--- config.mk ---
export PLATFORM = sky130hd
export DESIGN_NAME = dpcm_color_mapper
export DESIGN_NICKNAME = d
export VERILOG_FILES = /design/src/core/dpcm_field_code.v /design/src/core/dpcm_color_mapper.v
export VERILOG_INCLUDE_DIRS = /design/src /design/src/shared
export SDC_FILE = /design/constraint.sdc
export NUM_CORES = 1
export LEC_CHECK = 0
export BUFFER_PORTS_ARGS = -buffer_cell sky130_fd_sc_hd__clkbuf_2
export CORE_ASPECT_RATIO = 1.5
export CORE_MARGIN = 8
export CORE_UTILIZATION = 38
export CTS_CLUSTER_SIZE = 28
export DETAILED_ROUTE_END_ITERATION = 12
export SYNTH_ARGS = -nofsm -noshare
export SYNTH_HDL_FRONTEND = slang
export SYNTH_SLANG_ARGS = --single-unit
--- constraint.sdc ---
create_clock -name pclk -period 3.8 [get_ports pclk]
set_clock_uncertainty 0.2 [all_clocks]
set_input_delay 0.76 -clock pclk [delete_from_list [all_inputs] [get_ports pclk]]
set_output_delay 0.76 -clock pclk [all_outputs]
set_load 0.02 [all_outputs]
--- src/shared/dpcm_map.vh ---
`ifndef DPCM_MAP_VH
`define DPCM_MAP_VH

// ************************************************
// APB register offsets (byte addresses)
// ************************************************
`define DPCM_OFF_PLANE_CONTROL_FIRST  12'h000
`define DPCM_OFF_PLANE_CONTROL_THIRD  12'h004
`define DPCM_OFF_VERTICAL_POSITION    12'h008
`define DPCM_OFF_IRQ_REQUEST_READ     12'h00c
`define DPCM_OFF_IRQ_REQUEST_WRITE    12'h010
`define DPCM_OFF_IRQ_MASK             12'h014

// ************************************************
// Field positions
// ************************************************
`define DPCM_BIT_HIRES                15
`define DPCM_BIT_DUAL_FIELD_ENABLE    10
`define DPCM_BIT_PLANE_COUNT_LO       12
`define DPCM_BIT_SECOND_FIELD_FRONT   6
`define DPCM_BIT_LONG_FRAME_FLAG      15
`define DPCM_BIT_SET_CLR              15
`define DPCM_IRQ_VBLANK_MASK          16'h0020
`define DPCM_IRQ_LINE_MASK            16'h0040

// ************************************************
// Reset values and palette bases
// ************************************************
`define DPCM_RST_CONTROL              16'h0000
`define DPCM_RST_MASK                 16'h0000
`define DPCM_FIELD2_BASE              4'h8
`define DPCM_BACKGROUND_ENTRY         4'h0

`endif

--- src/core/dpcm_field_code.v ---
`timescale 1ns/1ps

// ************************************************
// Colour number of one playfield from its planes
// ************************************************
module dpcm_field_code (
  input  wire       plane_lo,
  input  wire       plane_mid,
  input  wire       plane_hi,
  input  wire [1:0] planes_used,
  output wire [2:0] code,
  output wire       opaque
);

  wire en_lo  = (planes_used >= 2'd1);
  wire en_mid = (planes_used >= 2'd2);
  wire en_hi  = (planes_used >= 2'd3);

  assign code   = {plane_hi & en_hi, plane_mid & en_mid, plane_lo & en_lo};
  assign opaque = |code;

endmodule

--- src/core/dpcm_color_mapper.v ---
`timescale 1ns/1ps
`include "dpcm_map.vh"

module dpcm_color_mapper (
  input  wire        pclk,
  input  wire        presetn,
  input  wire        psel,
  input  wire        penable,
  input  wire        pwrite,
  input  wire [11:0] paddr,
  input  wire [31:0] pwdata,
  output reg  [31:0] prdata,
  output reg         pready,
  output reg         pslverr,
  input  wire [5:0]  plane_bits,
  input  wire        pixel_valid,
  input  wire        sprite_opaque,
  input  wire [3:0]  sprite_entry,
  input  wire        vblank_start,
  input  wire        long_frame_in,
  input  wire [14:0] vertical_position_in,
  output reg  [3:0]  palette_index,
  output reg         palette_valid,
  output reg         field1_opaque_out,
  output reg         field2_opaque_out,
  output reg         irq
);

  // ************************************************
  // Registers
  // ************************************************
  reg [15:0] plane_control_first;
  reg [15:0] plane_control_third;
  reg [15:0] irq_status;
  reg [15:0] irq_mask;
  reg        long_frame_flag;

  wire       dual_field_enable    = plane_control_first[`DPCM_BIT_DUAL_FIELD_ENABLE];
  wire       hires                = plane_control_first[`DPCM_BIT_HIRES];
  wire [2:0] plane_count          = plane_control_first[`DPCM_BIT_PLANE_COUNT_LO+2:`DPCM_BIT_PLANE_COUNT_LO];
  wire       second_field_in_front = plane_control_third[`DPCM_BIT_SECOND_FIELD_FRONT];

  // ************************************************
  // Plane counts per playfield
  // ************************************************
  // Planes alternate between fields
  // Sum kept one bit wider so an out-of-range count of seven cannot wrap to zero
  wire [3:0] odd_sum     = {1'b0, plane_count} + 4'h1;
  wire [2:0] odd_planes  = odd_sum[3:1];
  wire [2:0] even_planes = {1'b0, plane_count[2:1]};
  reg  [1:0] field1_planes;
  reg  [1:0] field2_planes;

  always @* begin
    field1_planes = (odd_planes > 3'd3) ? 2'd3 : odd_planes[1:0];
    field2_planes = (even_planes > 3'd3) ? 2'd3 : even_planes[1:0];
    if (hires && field1_planes > 2'd2) begin
      field1_planes = 2'd2;
    end
    if (hires && field2_planes > 2'd2) begin
      field2_planes = 2'd2;
    end
  end

  wire [2:0] code1;
  wire [2:0] code2;
  wire       opaque1;
  wire       opaque2;
  wire [5:0] field_codes;
  wire [1:0] field_opaques;
  // Both counts packed so each loop pass can slice its own
  wire [3:0] field_plane_counts = {field2_planes, field1_planes};

  // ************************************************
  // Field codes
  // ************************************************
  // Field one from 1,3,5
  genvar f;
  generate
    for (f = 0; f < 2; f = f + 1) begin : g_field
      dpcm_field_code u_code (
        .plane_lo    (plane_bits[f]),
        .plane_mid   (plane_bits[f+2]),
        .plane_hi    (plane_bits[f+4]),
        .planes_used (field_plane_counts[2*f+1:2*f]),
        .code        (field_codes[3*f+2:3*f]),
        .opaque      (field_opaques[f])
      );
    end
  endgenerate

  assign code1   = field_codes[2:0];
  assign code2   = field_codes[5:3];
  assign opaque1 = field_opaques[0];
  assign opaque2 = field_opaques[1];

  // ************************************************
  // Palette selection
  // ************************************************
  // Entries 1..7 for field one
  wire [3:0] entry1 = {1'b0, code1};
  wire [3:0] entry2 = `DPCM_FIELD2_BASE | {1'b0, code2};
  // Single-field mode uses enabled planes one to four as one number
  wire [5:0] single_mask = (6'h01 << plane_count) - 6'h01;
  wire [5:0] single_code = plane_bits & single_mask;
  reg  [3:0] next_palette_index;
  reg        next_f1;
  reg        next_f2;

  // ************************************************
  // Priority
  // ************************************************
  always @* begin
    next_f1 = 1'b0;
    next_f2 = 1'b0;
    if (dual_field_enable) begin
      next_f1 = opaque1;
      next_f2 = opaque2;
      if (second_field_in_front) begin
        if (opaque2) begin
          next_palette_index = entry2;
        end else if (opaque1) begin
          next_palette_index = entry1;
        end else if (sprite_opaque) begin
          next_palette_index = sprite_entry;
        end else begin
          next_palette_index = `DPCM_BACKGROUND_ENTRY;
        end
      end else begin
        if (opaque1) begin
          next_palette_index = entry1;
        end else if (opaque2) begin
          next_palette_index = entry2;
        end else if (sprite_opaque) begin
          next_palette_index = sprite_entry;
        end else begin
          next_palette_index = `DPCM_BACKGROUND_ENTRY;
        end
      end
    end else begin
      // Sprite not used in single-field mode; full sprite priority lives elsewhere
      next_palette_index = single_code[3:0];
    end
  end

  // ************************************************
  // Pixel output stage
  // ************************************************
  // Two-bit field codes at high-res in dual-field mode only; single-field mode keeps planes one to four
  always @(posedge pclk or negedge presetn) begin
    if (!presetn) begin
      palette_index <= 4'h0;
      palette_valid <= 1'b0;
    end else begin
      palette_index <= next_palette_index;
      palette_valid <= pixel_valid;
    end
  end

  // Field flags are qualified by valid so gaps never report a visible field
  always @(posedge pclk or negedge presetn) begin
    if (!presetn) begin
      field1_opaque_out <= 1'b0;
      field2_opaque_out <= 1'b0;
    end else begin
      field1_opaque_out <= next_f1 & pixel_valid;
      field2_opaque_out <= next_f2 & pixel_valid;
    end
  end

  // ************************************************
  // APB slave
  // ************************************************
  // Decodes are qualified by the bus phase, not by the address alone
  wire        wr_access = psel & penable & pwrite;
  wire        rd_setup  = psel & ~penable & ~pwrite;
  wire [15:0] wdata16   = pwdata[15:0];
  wire [15:0] irq_clear = (wr_access && paddr == `DPCM_OFF_IRQ_REQUEST_WRITE) ? wdata16 : 16'h0000;
  wire [15:0] irq_set   = vblank_start ? `DPCM_IRQ_VBLANK_MASK : 16'h0000;
  reg  [31:0] next_prdata;
  reg         next_err;

  // ************************************************
  // Read multiplexer
  // ************************************************
  // Unmapped offsets answer with an error and zero data
  always @* begin
    next_prdata = 32'h0000_0000;
    next_err    = 1'b0;
    case (paddr)
      `DPCM_OFF_PLANE_CONTROL_FIRST: next_prdata = {16'h0000, plane_control_first};
      `DPCM_OFF_PLANE_CONTROL_THIRD: next_prdata = {16'h0000, plane_control_third};
      `DPCM_OFF_VERTICAL_POSITION:   next_prdata = {16'h0000, long_frame_flag, vertical_position_in};
      `DPCM_OFF_IRQ_REQUEST_READ:    next_prdata = {16'h0000, irq_status};
      `DPCM_OFF_IRQ_REQUEST_WRITE:   next_prdata = 32'h0000_0000;
      `DPCM_OFF_IRQ_MASK:            next_prdata = {16'h0000, irq_mask};
      default:                       next_err    = 1'b1;
    endcase
  end

  // ************************************************
  // Bus response
  // ************************************************
  // No wait state: answer prepared in setup, given in the first access cycle
  always @(posedge pclk or negedge presetn) begin
    if (!presetn) begin
      prdata  <= 32'h0000_0000;
      pready  <= 1'b0;
      pslverr <= 1'b0;
    end else begin
      pready  <= psel & ~penable;
      pslverr <= psel & ~penable & next_err;
      // Read data is frozen at setup so it cannot move while the master samples it
      if (rd_setup) begin
        prdata <= next_prdata;
      end
    end
  end

  // ************************************************
  // Control registers
  // ************************************************
  // Writes land only at the access edge where pready is seen high
  wire write_done = wr_access & pready;
  wire wr_first   = write_done & (paddr == `DPCM_OFF_PLANE_CONTROL_FIRST);
  wire wr_third   = write_done & (paddr == `DPCM_OFF_PLANE_CONTROL_THIRD);
  wire wr_mask    = write_done & (paddr == `DPCM_OFF_IRQ_MASK);

  always @(posedge pclk or negedge presetn) begin
    if (!presetn) begin
      plane_control_first <= `DPCM_RST_CONTROL;
      plane_control_third <= `DPCM_RST_CONTROL;
      irq_mask            <= `DPCM_RST_MASK;
    end else begin
      if (wr_first) begin
        plane_control_first <= wdata16;
      end
      if (wr_third) begin
        plane_control_third <= wdata16;
      end
      if (wr_mask) begin
        irq_mask <= wdata16;
      end
    end
  end

  // ************************************************
  // Frame flag and interrupts
  // ************************************************
  // Set wins over clear so no blank is lost
  wire [15:0] next_irq_status = (irq_status & ~(write_done ? irq_clear : 16'h0000)) | irq_set;

  always @(posedge pclk or negedge presetn) begin
    if (!presetn) begin
      irq_status      <= 16'h0000;
      long_frame_flag <= 1'b0;
      irq             <= 1'b0;
    end else begin
      if (vblank_start) begin
        long_frame_flag <= long_frame_in;
      end
      irq_status <= next_irq_status;
      // Taken from the next status so the line follows the request without extra lag
      irq        <= |(next_irq_status & irq_mask);
    end
  end

endmodule

==> results.yml <==
outcome:
  outcome: "finished, final reports clean"
sta:
  worst_slew_pin_slew_ns: 0.996
  period_share_pct: 72.5
  min_period_ns: 2.75
  tns_ns: 0
  finalSetupViolCount: 0
  hold_violations: 0
  finalMaxSlewViolations: 0
  relSlewSlack_pct: 33.6
  fmax_mhz: 363
  rsz0062_at_grt: "false"
power:
  power_density_nw_per_um2: 381
  p_leak_nw: 2.63
  ir_worst_vdd_mv: 0.224
yosys:
  synth_cell_types: 61
  synth_adder_area_share_pct: 1.60
  yosysSeqAreaShare_pct: 50.4
  syn_area_um2: 4520
  syn_inst: 402
  async_flop_share_pct: 100
  synthMuxAreaShare_pct: 11.9
  yosysWarnings: 0
  synthXorXnorAreaFrac_pct: 0.194
  synthFlopType: "dfrtp_1"
  synth_edf_count: 0
  synth_top_family_by_area: "compound AO/OA/AOI/OAI gates"
  synth_compound_area_share_pct: 18.6
  synth_area_per_cell_um2: 11.2
  synth-simple-area-share_pct: 12.0
  ys_ff_latch: 91
place:
  gp_congestion: 0.893
  dp_hpwl_um: 9530
  port_buffers: 87
  placed_area_um2: 5080
floorplanning:
  ios: 120
  die_y_um: 150
  die_area_um2: 15700
  start_util_pct: 38.2
  core_area_um2: 11800
  dieWidth_um: 105
  rows: 49
global_route:
  antenna_found_initial: 0
  grt_pass1_vias: 3792
  grt_max_degree: 49
  grt_use_total_pct: 16.7
  grt-ovfl-total: 0
  grt_pass1_wl_um: 20500
detailed_routing:
  wl_um: 12800
  drtPass1Iterations: 5
  drc: 0
  ant_nets: 0
  vias: 3554
  wl_per_cell_um: 19.6
  drt_iter0_drc: 195
  vias_per_cell: 5.45
layout:
  final_common_cell: "dfrtp_1"
  area.growth.synth_to_final_pct: 18.9
  final_cell_mix: "91 x dfrtp_1, 86 x clkbuf_2, 41 x mux2_2"
  n_antenna_cell: 0
  nets: 577
  final_cell_area_um2: 5380
  drive_above_1_share_pct: 34.5
cts:
  clk-insertion-delay-late_ns: 0.34
  path_clk_slew_ns: 0.07
  h-tree-depth: 3
  cts_max_path_buffers: 2
  cts_setup_buffers: 0
  ctsHoldBuffers: 0
  cts-root-buf: "clkbuf_16"
  cts_buffers: 9
  cts_resized: 0
  cts_sinks: 91
  cts_tree: "built"
setup_path:
  worstPathRequired_ns: 3.82
  worstSetupStartpointType: "input port"
  cp.arrival_ns: 2.78
  ff2ff_path_depth: 8
  cp_max_fo: 19
  endpoint_kind: "register"
  critical_path_class: "in -> reg"
flow_run:
  max-cap-violations: 0
min_path:
  hp-class: "in -> async"
==> critical path, stage by stage <==
cell	delay [ns]
clkbuf_2	0.11
or4_4	0.58
nor3_4	0.29
and3_2	0.62
mux2_2	0.40
==> power by group <==
group          internal (mW)  leakage (nW)  switching, mW  total (mW)
clock network          0.497         0.142          0.368       0.865
registers              0.989          1.21         0.0115        1.00
logic                 0.0580          1.28          0.122       0.180
==> per-stage QoR <==
step	power, mW	hold slack [ns]	setup WS (ns)	utilization (%)	instances
2_1_floorplan	1.11	0.259	1.19	-	417
3_3_place_gp	1.20	0.261	0.756	43.0	636
3_5_place_dp	1.20	0.266	0.732	43.0	636
4_1_cts	2.07	0.258	1.08	45.4	652
5_1_grt	2.12	0.264	0.936	45.4	652
6_report	2.05	0.232	1.05	45.4	652
==> flip-flops by register name, summed over array words and instances, names as in the netlist <==
register,count
plane_control_first,16
pslverr,1
palette_index,4
pready,1
irq_status,16
irq,1
palette_valid,1
long_frame_flag,1
field1_opaque_out,1
plane_control_third,16
irq_mask,16
field2_opaque_out,1
prdata,16
==> layout make-up <==
cell class                 count  area (um2)
fill                        1113        6460
sequential                    91        2280
multi-input combinational    286        2060
timing repair buffer          98         520
clock buffer                  13         270
tap                          153         191
inverter                       8        30.0
clock inverter                 3        21.3
==> routing by layer <==
metal  vias to the layer above  routed length [um]  global-route usage (%)
met1                      1767                5190                    18.4
met3                        20                 669                    4.09
met5                         -                   0                       0
met4                         0                 293                    6.95
met2                       119                6650                    30.0
li1                       1648                   -                       -
==> logic make-up after synthesis <==
| family | Yosys count |
|---|---|
| compound gates | 120 |
| xor+xnor | 1 |
| fa+ha+maj | 6 |
| buf+inv | 40 |
| flops | 91 |
| mux | 47 |
| other cells | 1 |
| simple gates | 96 |
==> cells in the mapped netlist, types with 8 or more instances <==
master,count,area [um2]
mux2_2,41,462
a22oi_1,13,97.6
dfrtp_1,91,2280
nand2_1,32,120
a222oi_1,10,100
nor2_1,23,86.3
a21o_1,8,60.1
a21oi_1,28,140
o21ai_0,14,70.1
inv_1,8,30.0
a21boi_0,11,82.6
buf_4,17,128
==> worst paths after layout <==
kind / start / endpoint / slack (ns)
max: paddr[9] / plane_control_first[0]$_DFFE_PN0P_ / 1.05
min: presetn / pready$_DFF_PN0_ / 0.23
max reg2reg: plane_control_first[13]$_DFFE_PN0P_ / palette_index[2]$_DFF_PN0_ / 1.23
min reg2reg: prdata[0]$_DFFE_PN0P_ / prdata[0]$_DFFE_PN0P_ / 0.28
max in group asynchronous: presetn / prdata[5]$_DFFE_PN0P_ / 2.38
min in group pclk: prdata[0]$_DFFE_PN0P_ / prdata[0]$_DFFE_PN0P_ / 0.28
No activity file was read; power rests on OpenSTA's default activity.
